==> src/hdl/serdes_common_pkg.sv <==
// Constants, types and helpers for the common transceiver control registers
package serdes_common_pkg;

  // ----------------------------------------------------------------
  // Bus shape
  // ----------------------------------------------------------------
  localparam int ADDR_W = 20;
  localparam int DATA_W = 32;
  localparam int REG_W = 8;

  // ----------------------------------------------------------------
  // Register indices and byte addresses
  // ----------------------------------------------------------------
  localparam logic [ADDR_W-1:0] IDX_CLOCK_SEL = 20'h30A00;
  localparam logic [ADDR_W-1:0] IDX_THRESH_LOW = 20'h30A01;
  localparam logic [ADDR_W-1:0] IDX_THRESH_HIGH = 20'h30A02;
  localparam logic [ADDR_W-1:0] IDX_ALIGN_STATUS = 20'h30A03;
  localparam logic [ADDR_W-1:0] IDX_IRQ_STATUS = 20'h30A04;
  localparam logic [ADDR_W-1:0] IDX_IRQ_MASK = 20'h30A05;

  // Index to byte address: one aligned word per register
  function automatic logic [ADDR_W-1:0] byte_addr(input logic [ADDR_W-1:0] idx);
    byte_addr = {idx[ADDR_W-3:0], 2'b00};
  endfunction

  // ----------------------------------------------------------------
  // Field positions
  // ----------------------------------------------------------------
  localparam int QA_TX_LSB = 0;
  localparam int QA_RX_LSB = 2;
  localparam int QB_TX_LSB = 4;
  localparam int QB_RX_LSB = 6;
  localparam int THR_LOW_LSB = 5;
  localparam int THR_LOW_W = 3;
  localparam int THR_HIGH_LSB = 0;
  localparam int THR_HIGH_W = 2;
  localparam int THR_W = 5;
  localparam int RESYNC_BIT = 2;
  localparam int OVFL_BIT = 0;
  localparam int LOST_BIT = 1;
  localparam int IRQ_OVFL_BIT = 0;
  localparam int IRQ_LOST_BIT = 1;
  localparam int IRQ_RESYNC_BIT = 2;
  localparam int IRQ_W = 3;

  // ----------------------------------------------------------------
  // Reset values
  // ----------------------------------------------------------------
  localparam logic [REG_W-1:0] RST_CLOCK_SEL = 8'h00;
  localparam logic [THR_W-1:0] RST_THRESH = 5'h00;
  localparam logic [IRQ_W-1:0] RST_IRQ = 3'h0;

  // Channel codes, low bit written first: 00 first, 10 second, 01 third, 11 fourth
  typedef enum logic [1:0] {
    CH_FIRST = 2'h0,
    CH_SECOND = 2'h1,
    CH_THIRD = 2'h2,
    CH_FOURTH = 2'h3
  } chan_sel_e;

  // Clock source selects, one register
  typedef struct packed {
    logic [1:0] quad_b_rx;
    logic [1:0] quad_b_tx;
    logic [1:0] quad_a_rx;
    logic [1:0] quad_a_tx;
  } clock_sel_s;

  // Alignment status from the channel logic
  typedef struct packed {
    logic lost;
    logic overflow;
  } align_status_s;

  // Bus slave states
  typedef enum logic [1:0] {
    ST_IDLE = 2'b01,
    ST_RESP = 2'b10
  } apb_state_e;

endpackage

==> src/hdl/rise_detect.sv <==
// Rising-edge detector with clock enable, one-cycle pulse out
`timescale 1ns/1ps
module rise_detect (
  input wire logic mclk,
  input wire logic rst_n,
  input wire logic ce,
  input wire logic level,
  output logic pulse
);

  logic level_prev;

  always_ff @(posedge mclk or negedge rst_n) begin
    if (!rst_n) begin
      level_prev <= 1'b0;
      pulse <= 1'b0;
    end else if (ce) begin
      level_prev <= level;
      pulse <= level & ~level_prev;
    end
  end

endmodule

==> src/hdl/serdes_common_regs.sv <==
// Common clock select, FIFO threshold, resync and alignment status registers
//
// The APB interface to the registers was chosen for this implementation.
`timescale 1ns/1ps
module serdes_common_regs
  import serdes_common_pkg::*;
(
  input wire logic mclk,
  input wire logic rst_n,
  input wire logic ce,
  input wire logic psel,
  input wire logic penable,
  input wire logic pwrite,
  input wire logic [ADDR_W-1:0] paddr,
  input wire logic [DATA_W-1:0] pwdata,
  output logic [DATA_W-1:0] prdata,
  output logic pready,
  output logic pslverr,
  input wire align_status_s align_in,
  output logic [1:0] quad_a_tx_clock_source_sel,
  output logic [1:0] quad_a_rx_clock_source_sel,
  output logic [1:0] quad_b_tx_clock_source_sel,
  output logic [1:0] quad_b_rx_clock_source_sel,
  output logic [THR_W-1:0] rx_fifo_low_threshold,
  output logic all_channel_resync_trigger,
  output logic all_channel_align_overflow,
  output logic all_channel_align_lost,
  output logic irq
);

  // ----------------------------------------------------------------
  // State
  // ----------------------------------------------------------------
  apb_state_e state;
  apb_state_e next_state;
  clock_sel_s clock_sel;
  logic [THR_LOW_W-1:0] thresh_low;
  logic [THR_HIGH_W-1:0] thresh_high;
  logic resync_ctrl;
  logic ovfl_flag;
  logic lost_flag;
  logic [IRQ_W-1:0] irq_status;
  logic [IRQ_W-1:0] irq_mask;
  logic resync_pulse;
  logic ovfl_prev;
  logic lost_prev;

  // ----------------------------------------------------------------
  // Address decode
  // ----------------------------------------------------------------
  wire access = psel & penable;
  // First access cycle: ready and read data are launched from here
  wire start = access & (state == ST_IDLE);
  wire commit = access & pready & (state == ST_RESP);
  wire wr_en = commit & pwrite & ce;
  wire hit_clock = (paddr == byte_addr(IDX_CLOCK_SEL));
  wire hit_low = (paddr == byte_addr(IDX_THRESH_LOW));
  wire hit_high = (paddr == byte_addr(IDX_THRESH_HIGH));
  wire hit_status = (paddr == byte_addr(IDX_ALIGN_STATUS));
  wire hit_irq = (paddr == byte_addr(IDX_IRQ_STATUS));
  wire hit_mask = (paddr == byte_addr(IDX_IRQ_MASK));
  wire mapped = hit_clock | hit_low | hit_high | hit_status | hit_irq | hit_mask;
  // Status register is read-only; a write there is refused
  wire refused = ~mapped | (pwrite & hit_status);
  wire wr_clock = wr_en & hit_clock;
  wire wr_low = wr_en & hit_low;
  wire wr_high = wr_en & hit_high;
  wire wr_irq = wr_en & hit_irq;
  wire wr_mask = wr_en & hit_mask;

  // ----------------------------------------------------------------
  // Read data
  // ----------------------------------------------------------------
  wire [REG_W-1:0] rd_clock = clock_sel;
  wire [REG_W-1:0] rd_low = {thresh_low, 5'h00};
  wire [REG_W-1:0] rd_high = {5'h00, resync_ctrl, thresh_high};
  wire [REG_W-1:0] rd_status = {6'h00, lost_flag, ovfl_flag};
  wire [REG_W-1:0] rd_irq = {5'h00, irq_status};
  wire [REG_W-1:0] rd_mask = {5'h00, irq_mask};
  wire [REG_W-1:0] rd_sel =
    hit_clock ? rd_clock :
    hit_low ? rd_low :
    hit_high ? rd_high :
    hit_status ? rd_status :
    hit_irq ? rd_irq :
    hit_mask ? rd_mask : 8'h00;
  wire [DATA_W-1:0] rd_word = {24'h000000, rd_sel};

  // ----------------------------------------------------------------
  // Bus slave sequencing
  // ----------------------------------------------------------------
  // Ready is registered, so every access phase lasts two cycles
  always_comb begin
    next_state = state;
    case (state)
      ST_IDLE: begin
        if (access) begin
          next_state = ST_RESP;
        end
      end
      ST_RESP: begin
        next_state = ST_IDLE;
      end
      default: begin
        next_state = ST_IDLE;
      end
    endcase
  end

  always_ff @(posedge mclk or negedge rst_n) begin
    if (!rst_n) begin
      state <= ST_IDLE;
    end else if (ce) begin
      state <= next_state;
    end
  end

  always_ff @(posedge mclk or negedge rst_n) begin
    if (!rst_n) begin
      pready <= 1'b0;
      pslverr <= 1'b0;
    end else if (ce) begin
      pready <= start;
      pslverr <= start & refused;
    end
  end

  // Read data is caught in the first access cycle and holds until the next read
  always_ff @(posedge mclk or negedge rst_n) begin
    if (!rst_n) begin
      prdata <= 32'h00000000;
    end else if (ce & start & ~pwrite) begin
      prdata <= rd_word;
    end
  end

  // ----------------------------------------------------------------
  // Control registers
  // ----------------------------------------------------------------
  always_ff @(posedge mclk or negedge rst_n) begin
    if (!rst_n) begin
      clock_sel <= RST_CLOCK_SEL;
    // quad B receive select, quad B transmit select, quad A selects
    end else if (wr_clock) begin
      clock_sel <= pwdata[REG_W-1:0];
    end
  end

  always_ff @(posedge mclk or negedge rst_n) begin
    if (!rst_n) begin
      thresh_low <= RST_THRESH[THR_LOW_W-1:0];
    // low threshold bits, bit 5 lowest
    end else if (wr_low) begin
      thresh_low <= pwdata[THR_LOW_LSB +: THR_LOW_W];
    end
  end

  always_ff @(posedge mclk or negedge rst_n) begin
    if (!rst_n) begin
      thresh_high <= RST_THRESH[THR_W-1:THR_LOW_W];
      resync_ctrl <= 1'b0;
    end else if (wr_high) begin
      thresh_high <= pwdata[THR_HIGH_LSB +: THR_HIGH_W];
      resync_ctrl <= pwdata[RESYNC_BIT];
    end
  end

  // resync only on a rising change of the control bit
  // edge against registered old value, one-cycle pulse
  rise_detect u_resync_edge (
    .mclk(mclk),
    .rst_n(rst_n),
    .ce(ce),
    .level(resync_ctrl),
    .pulse(resync_pulse)
  );

  // ----------------------------------------------------------------
  // Alignment status
  // ----------------------------------------------------------------
  // Overflow is sticky until the next resync; lost follows the channel logic
  // overflow flag latches, set wins over the resync clear
  always_ff @(posedge mclk or negedge rst_n) begin
    if (!rst_n) begin
      ovfl_flag <= 1'b0;
    end else if (ce) begin
      if (align_in.overflow) begin
        ovfl_flag <= 1'b1;
      end else if (resync_pulse) begin
        ovfl_flag <= 1'b0;
      end
    end
  end

  always_ff @(posedge mclk or negedge rst_n) begin
    if (!rst_n) begin
      lost_flag <= 1'b0;
    end else if (ce) begin
      lost_flag <= align_in.lost;
    end
  end

  // Old flag values, so a flag that stays set raises one interrupt only
  always_ff @(posedge mclk or negedge rst_n) begin
    if (!rst_n) begin
      ovfl_prev <= 1'b0;
      lost_prev <= 1'b0;
    end else if (ce) begin
      ovfl_prev <= ovfl_flag;
      lost_prev <= lost_flag;
    end
  end

  // ----------------------------------------------------------------
  // Interrupts
  // ----------------------------------------------------------------
  // One-cycle event when a flag goes from clear to set
  function automatic logic rise_of(input logic now_val, input logic old_val);
    rise_of = now_val & ~old_val;
  endfunction

  wire [IRQ_W-1:0] irq_events =
    {resync_pulse, rise_of(lost_flag, lost_prev), rise_of(ovfl_flag, ovfl_prev)};
  wire [IRQ_W-1:0] next_irq_mask = wr_mask ? pwdata[IRQ_W-1:0] : irq_mask;
  // Set beats a same-cycle write-one clear
  wire [IRQ_W-1:0] next_irq_status =
    irq_events | (irq_status & ~(wr_irq ? pwdata[IRQ_W-1:0] : RST_IRQ));

  always_ff @(posedge mclk or negedge rst_n) begin
    if (!rst_n) begin
      irq_status <= RST_IRQ;
      irq_mask <= RST_IRQ;
    end else if (ce) begin
      irq_status <= next_irq_status;
      irq_mask <= next_irq_mask;
    end
  end

  // ----------------------------------------------------------------
  // Registered outputs
  // ----------------------------------------------------------------
  // Selects are codes only; the clock mux itself lives in the channel logic
  always_ff @(posedge mclk or negedge rst_n) begin
    if (!rst_n) begin
      quad_a_tx_clock_source_sel <= 2'h0;
      quad_a_rx_clock_source_sel <= 2'h0;
      quad_b_tx_clock_source_sel <= 2'h0;
      quad_b_rx_clock_source_sel <= 2'h0;
    end else if (ce) begin
      quad_a_tx_clock_source_sel <= clock_sel.quad_a_tx;
      quad_a_rx_clock_source_sel <= clock_sel.quad_a_rx;
      quad_b_tx_clock_source_sel <= clock_sel.quad_b_tx;
      quad_b_rx_clock_source_sel <= clock_sel.quad_b_rx;
    end
  end

  // values above 17 are passed on unchecked
  always_ff @(posedge mclk or negedge rst_n) begin
    if (!rst_n) begin
      rx_fifo_low_threshold <= RST_THRESH;
    end else if (ce) begin
      rx_fifo_low_threshold <= {thresh_high, thresh_low};
    end
  end

  // Trigger and flags leave one cycle after the internal state
  always_ff @(posedge mclk or negedge rst_n) begin
    if (!rst_n) begin
      all_channel_resync_trigger <= 1'b0;
      all_channel_align_overflow <= 1'b0;
      all_channel_align_lost <= 1'b0;
    end else if (ce) begin
      all_channel_resync_trigger <= resync_pulse;
      all_channel_align_overflow <= ovfl_flag;
      all_channel_align_lost <= lost_flag;
    end
  end

  // Mask and level move on the same edge, so no stale cycle after a mask write
  always_ff @(posedge mclk or negedge rst_n) begin
    if (!rst_n) begin
      irq <= 1'b0;
    end else if (ce) begin
      irq <= |(next_irq_status & next_irq_mask);
    end
  end

endmodule

==> config.mk <==
export PLATFORM = sky130hd
export DESIGN_NAME = serdes_common_regs
export DESIGN_NICKNAME = d
export VERILOG_FILES = /design/src/hdl/serdes_common_pkg.sv /design/src/hdl/rise_detect.sv /design/src/hdl/serdes_common_regs.sv
export SDC_FILE = /design/constraint.sdc
export NUM_CORES = 1
export LEC_CHECK = 0
export BUFFER_PORTS_ARGS = -buffer_cell sky130_fd_sc_hd__buf_2
export CORE_ASPECT_RATIO = 0.75
export CORE_UTILIZATION = 35
export CTS_BUF_LIST = sky130_fd_sc_hd__clkbuf_4
export DETAILED_ROUTE_END_ITERATION = 16
export HOLD_SLACK_MARGIN = 0.15
export SLEW_MARGIN = 0
export SYNTH_ARGS = -nofsm -noshare
export SYNTH_HDL_FRONTEND = slang
export SYNTH_SLANG_ARGS = --single-unit
==> constraint.sdc <==
create_clock -name mclk -period 4.76 [get_ports mclk]
set_clock_uncertainty 0.1 [all_clocks]
set_input_delay 0.952 -clock mclk [delete_from_list [all_inputs] [get_ports mclk]]
set_output_delay 0.952 -clock mclk [all_outputs]
set_load 0.01 [all_outputs]
==> results of run 1 <==
-- final timing paths --
check | startpoint | depth (start not counted) | end | slack (ns)
min in group asynchronous | rst_n | 2 | quad_a_rx_clock_source_sel[1] | 0.58
worst min register to register | u_resync_edge.level_prev | 1 | u_resync_edge.pulse | 0.38
worst min-delay path | u_resync_edge.level_prev | 1 | u_resync_edge.pulse | 0.38
worst max register to register | state[0] | 5 | irq | 2.67
max in group asynchronous | rst_n | 2 | quad_b_rx_clock_source_sel[0] | 3.51
worst max-delay path | paddr[17] | 6 | clock_sel[4] | 1.88
-- through the flow --
step / hold WS, ns / total power, W / std cells / instance area [um2] / setup WS [ns]
floorplan: 0.334 / 0.000539 / 265 / 2770 / 1.86
global placement: 0.344 / 0.000569 / 399 / 3000 / 1.55
detailed placement: 0.363 / 0.000571 / 399 / 3000 / 1.49
CTS: 0.386 / 0.000877 / 407 / 3100 / 1.89
global route: 0.415 / 0.000909 / 407 / 3100 / 1.80
finish: 0.384 / 0.000869 / 407 / 3100 / 1.88
-- worst reg2reg max path, cell delays in order, from the launching register on --
cell     delay (ns)
dfstp_2        0.41
and4b_1        0.35
nand3_1        0.18
o41ai_1        0.44
a22oi_1        0.17
o32a_1         0.34
-- layout make-up --
type / instances / area (um2) / area share [%]
multi-input cells: 166 / 1160 / 37.5
clock buffers: 5 / 37.5 / 1.21
clock inverters: 3 / 65.1 / 2.10
inverters: 15 / 56.3 / 1.81
flip-flops and latches: 53 / 1330 / 42.8
repair buffers: 64 / 325 / 10.5
well taps: 101 / 126 / 4.07
-- power groups by stage --
stage / combinational (W) / clock, W / sequential (W)
2_1_floorplan: 0.0000562 / 0 / 0.000483
3_3_place_gp: 0.0000890 / 0 / 0.000480
3_5_place_dp: 0.0000902 / 0 / 0.000481
4_1_cts: 0.0000906 / 0.000314 / 0.000472
5_1_grt: 0.000101 / 0.000334 / 0.000474
6_report: 0.0000890 / 0.000308 / 0.000472
-- synth_stat cells, types with 4 or more instances --
master and instances:
buf_4 24, dfrtp_1 52, inv_1 15, mux2_2 23, mux2i_1 4, nand2_1 22
nand3_1 8, nand4_1 4, nor2_1 5, nor2b_1 4, nor4_1 5, o21ai_0 16
-- registers in the layout (all words and copies together) (netlist names), 2 cells and up --
name and count:
rx_fifo_low_threshold 5, quad_b_tx_clock_source_sel 2, prdata 8, state 2, quad_b_rx_clock_source_sel 2, irq_status 3
irq_mask 3, quad_a_tx_clock_source_sel 2, thresh_low 3, quad_a_rx_clock_source_sel 2, thresh_high 2, clock_sel 8
-- layout by cell type, fill, tap and decap left out, drive strengths merged, types with 2 or more instances in the layout --
cell and n:
o31ai 3, nor4bb 2, dfrtp 52, a22oi 3
bufinv 2, and4b 2, a21oi 2, nor2 5
nand2 22, nor2b 4, o21ai 16, buf 64
a2111oi 2, and4 3, o211ai 2, nor3 2
conb 24, clkbuf 5, mux2i 4, mux2 26
a31oi 3, inv 15, nand4 4, nor4 6
o41ai 3, or2 2, nand3 10
-- kinds of logic (layout without fill, tap and decap cells) --
logic type	after synthesis	count (layout)
AOI/OAI and AO/OA	42	42
buffers and inverters	46	87
DFF	53	53
muxes	30	30
other	1	24
and+or+nand+nor	70	70
-- per-layer routing --
metal | share of wire, % | vias to the layer above | routed length [um] | GRT usage (%)
met2 | 42 | 85 | 2530 | 23.3
met3 | 7.9 | 8 | 476 | 3.69
met5 | 0 | - | 0 | 0
met4 | 0.84 | 0 | 51 | 3.94
met1 | 49 | 971 | 2990 | 23.5
li1 | - | 963 | - | -
==> metrics.md, run 1 <==
| Metric | Value |
|---|---|
| Combinational share of power | between 10 and 15% |
| Placer Congestion | 0.956 |
| Drt via density | 4.98 |
| Max cap viols | 0 |
| Yosys warns | 0 |
| Critical path's top delay family | simple AND/OR/NAND/NOR gates |
| Worst path cell trace | buf_2 -> nor3b_2 -> nand3_2 -> or4_4 -> nor3_4 -> mux2_2 |
| Fillers | between 700 and 800 |
| Post-DP HPWL | 4530 um |
| Final core utilization | 42.1% |
| Tcrit/Tclk final | 60.5% |
| XOR/XNOR Fraction of Synth Area | 0% |
| Post-Synth Simple-Gate Area | around 17% |
| Antenna violations before repair | 0 |
| Flops & latches, synth | 53 |
| Vias in the first global route | between 1,500 and 2,000 |
| Tmin final | 2.88 ns |
| HP Class | reg -> reg |
| Die Wd | 103 um |
| Clock power frac | a little over a third |
| Async S/R FF share, synth | 100% |
| Dominant cells by area after synthesis | dfrtp_1, mux2_2, buf_4, nand2_1, o21ai_0 |
| First-pass GRT wire length | 9560 um |
| Hold_buf cts | 0 |
| Initial DRC count | 80 |
| Synth Instances | 242 |
| Die area | 8030 um2 |
| PortBufs | just over 60 |
| DRT Wirelength | slightly above 6000 um |
| Final net count | 365 |
| H-tree depth | 2 |
| Routed wire per std cell | 14.9 um |
| Ports | approximately 110 |
| Final setup vio count | 0 |
| Synth Area in Compound Gates | 10.3% |
| Main combinational cell family by area after synthesis | simple AND/OR/NAND/NOR gates |
| Layout cells sized above 1 | 36.3% |
| Clk sink count | 53 |
| CTS root buffer | clkbuf_4 |
| Maximum clock path buffer count | 2 |
| Post-synth EDFFs | 0 |
| ANT nets after route | 0 |
| Crit Path Class | in -> reg |
| Post-synth top area cell | dfrtp_1 |
| Post-CTS Setup Bufs | 0 |
| Leakage | ~1.6 nW |
| Slew @ Worst Pin | 0.691 ns |
| DRC Markers | 0 |
| Clock latency on the worst-skew pair | 0.37 ns |
| Startpoint Class | input port |
| Largest net degree at the start of global routing | between 50 and 60 |
| Pwr dens | 280 nW/um2 |
| Max stage delay cell, worst path | or4_4 |
| Mux contribution to synthesized area | 12.8% |
| Fmax achieved | 347 MHz |
| CP required | 4.93 ns |
| Total track usage | between 10% and 20% |
| Grt ovf | 0 |
| Seq/Total Area, Yosys | 49.5% |
| Adder-Cell Fraction of Synth Area | 0% |
| Worst-path clk slew | 0.15 ns |
| Area share of the largest cell type after synthesis | just under 50% |
| CTS tree | done |
| Via count | a little over 2,000 |
| Post-synth cell types | 51 |
| Post-CTS sizing | 0 |
| Router iterations before antenna repair | 4 |
| Die height | 77.8 um |
| Setup TNS | 0 ns |
| Setup crit end kind | flip-flop |
| Final Hold Fails | 0 |
| WP buf/inv | 1 |
| Max Transition Viols Final | 0 |
| Switching power share of the total | approximately a quarter |
| Flop pwr share | roughly 54% |
| Row count | 27 |
| Initial Util | 36.4% |
| Outcome | completed |
| N_diodes | 0 |
| Slowest stage delay, CP | 0.60 ns |
| Slew HR | between 50% and 60% |
| TritonCTS buffer count | 5 |
| Post-synth top flop | dfrtp_1 |
| RSZ-0062 raised after global routing | false |
| Mapped Area | 2680 um2 |
| Area Overhead vs Synth | 15.6% |
| Sw power | 0.000211 W |
| Worst EP arrival | 3.04 ns |
| Mean area per synthesized cell | 11.1 um2 |
| CP max FO | 8 |
| CORE AREA | roughly 7400 um2 |
| Worst vdd ir | 0.134 mV |
| Int Pwr | 0.000659 W |
Power figures use the tool's default switching activity.
==> run 2, diff against run 1 <==
clock period = 2.4 ns   (was 4.76 ns; I/O delays follow)
==> metrics.md, run 2 (synthesis results as in run 1) <==
| Metric | Value |
|---|---|
| CP required | 2.59 ns (was 4.93 ns) |
| ANT nets after route | 0 (unchanged) |
| TritonCTS buffer count | 5 (unchanged) |
| Slew @ Worst Pin | 0.625 ns (was 0.691 ns) |
| Grt ovf | 0 (unchanged) |
| Met3 usage | 4.41% (was 3.69%) |
| Die height | 77.8 um (unchanged) |
| N_diodes | 0 (unchanged) |
| Clock latency on the worst-skew pair | 0.38 ns (was 0.37 ns) |
| Max stage delay cell, worst path | o41ai_1 (was or4_4) |
| Worst setup margin | 0.293 ns (was 1.88 ns) |
| Fmax achieved | 475 MHz |
| GR peak layer | met1 (unchanged) |
| Setup crit end kind | flip-flop (unchanged) |
| Row count | 27 (unchanged) |
| Max cap viols | 0 (unchanged) |
| Slowest stage delay, CP | 0.40 ns (was 0.60 ns) |
| Largest regs | clock_sel x8, prdata x8, rx_fifo_low_threshold x5 (unchanged) |
| CP max FO | 6 (was 8) |
| Met2 Use GR | 22.9% (was 23.3%) |
| Most frequent cells in the layout | buf_2, dfrtp_1, conb_1, mux2_2, nand2_1 (unchanged) |
| Routed wire per std cell | 14.7 um (was 14.9 um) |
| Clk sink count | 53 (unchanged) |
| Slew HR | 57.3% (was 53.3%) |
| Vias in the first global route | 1,897 (was 1,891) |
| Max Transition Viols Final | 0 (unchanged) |
| Pre-CTS WS | -0.125 ns (was 1.49 ns) |
| H-tree depth | 2 (unchanged) |
| Router iterations before antenna repair | 4 (unchanged) |
| Placer Congestion | 0.871 (was 0.956) |
| Crit Path Class | in -> reg (unchanged) |
| Final net count | 386 (was 365) |
| Total track usage | 16.5% (was 15.9%) |
| Final core utilization | 44.1% (was 42.1%) |
| Final setup vio count | 0 (unchanged) |
| Layout cells sized above 1 | 40.1% (was 36.3%) |
| Initial Util | 36.4% (unchanged) |
| Die area | 8030 um2 (unchanged) |
| Total Power | 0.00155 W (was 0.000869 W) |
| Outcome | completed (unchanged) |
| Post-CTS sizing | 0 (unchanged) |
| Via count | 2,045 (was 2,027) |
| Area Overhead vs Synth | 20.9% (was 15.6%) |
| Maximum clock path buffer count | 2 (unchanged) |
| Tcrit/Tclk final | ~88% |
| Largest net degree at the start of global routing | 31 (was 54) |
| Ports | 111 (unchanged) |
| RSZ-0062 raised after global routing | false (unchanged) |
| Met1 GRT Util | 25.4% (was 23.5%) |
| Commonest non-fill, non-tap cell in the layout | buf_2 (unchanged) |
| PortBufs | 62 (unchanged) |
| Initial DRC count | 82 (was 80) |
| First-pass GRT wire length | 9950 um (was 9560 um) |
| Die Wd | 103 um (unchanged) |
| Worst path cell trace | buf_2 -> nor4_4 -> buf_4 -> nand4_1 -> o41ai_1 -> a22oi_1 -> o32a_1 (was buf_2 -> nor3b_2 -> nand3_2 -> or4_4 -> nor3_4 -> mux2_2) |
| Leakage | 1.70 nW (was 1.61 nW) |
| DRC Markers | 0 (unchanged) |
| Final Hold Fails | 0 (unchanged) |
| CTS root buffer | clkbuf_4 (unchanged) |
| Critical path's top delay family | compound AO/OA/AOI/OAI gates (was simple AND/OR/NAND/NOR gates) |
| Pwr dens | 477 nW/um2 (was 280 nW/um2) |
| Post-DP HPWL | 4830 um (was 4530 um) |
| Drt via density | 4.78 (was 4.98) |
| Fillers | 721 (was 753) |
| Tmin final | 2.11 ns |
| Antenna violations before repair | 0 (unchanged) |
| WP buf/inv | 2 (was 1) |
| DRT Wirelength | 6280 um (was 6050 um) |
| Worst vdd ir | 0.209 mV (was 0.134 mV) |
| CORE AREA | 7360 um2 (unchanged) |
| Startpoint Class | input port (unchanged) |
| CTS tree | done (unchanged) |
| Worst-path clk slew | 0.16 ns (was 0.15 ns) |
| HP Class | in -> reg (was reg -> reg) |
| Worst EP arrival | 2.30 ns (was 3.04 ns) |
-- run 2: changes by cell type in the layout (fill, tap and decap cells not counted), sizes merged --
cell         change
inv              +1
bufinv           -2
buf             +20
clkinvlp         +1
dlygate4sd3      +1
-- run 2: cell type report --
cell class,count,area [um2],share of cell area [%]
Sequential cell,53,1330,40.9
Multi-Input combinational cell,166,1160,35.9
Timing Repair Buffer,85,510,15.7
Tap cell,101,126,3.90
Inverter,15,56.3,1.74
Clock buffer,5,37.5,1.16
Clock inverter,3,21.3,0.656
-- run 2: path summary, 6_finish.rpt --
path | startpoint | to | slack, ns | cells after the start
min in group asynchronous | rst_n | clock_sel[3] | 0.52 | 2
min | align_in[0] | ovfl_flag | 0.21 | 2
min reg2reg | u_resync_edge.level_prev | u_resync_edge.pulse | 0.37 | 1
max in group asynchronous | rst_n | irq_status[1] | 1.10 | 3
max reg2reg | state[0] | irq | 0.41 | 5
max | paddr[7] | irq | 0.29 | 7
-- run 2: where the power goes --
group | total, W | switching (W) | internal, W
Combinational | 0.000190 | 0.000115 | 0.0000752
Sequential | 0.000937 | 0.0000173 | 0.000920
Clock | 0.000422 | 0.000305 | 0.000117
-- run 2: timing repair --
item                      4_1_cts  5_1_grt
setup buffers                   0        0
hold endpoints to repair       23        0
hold buffers                    1        0
-- run 2: worst register-to-register path: cells and delay by family, from the launching register on --
family	cells	cell delay, ns
AO/OA/AOI/OAI	3	0.94
AND/OR/NAND/NOR	2	0.46
flip-flops	1	0.41
-- run 2: through the flow --
stage	TNS, ns	instances	area (um2)	hold WS [ns]
global route	0	428	3240	0.183
floorplan	-0.0773	265	2770	0.0844
CTS	0	428	3240	0.196
global placement	-0.274	419	3180	0.344
finish	0	428	3240	0.208
detailed placement	-0.291	419	3180	0.355
-- run 2: metal layers --
layer / vias up / part of all wire (%) / routed length [um]
li1: 1002 / - / -
met1: 979 / 53 / 3350
met2: 57 / 41 / 2560
met3: 7 / 5.0 / 314
met4: 0 / 0.81 / 51
met5: - / 0 / 0
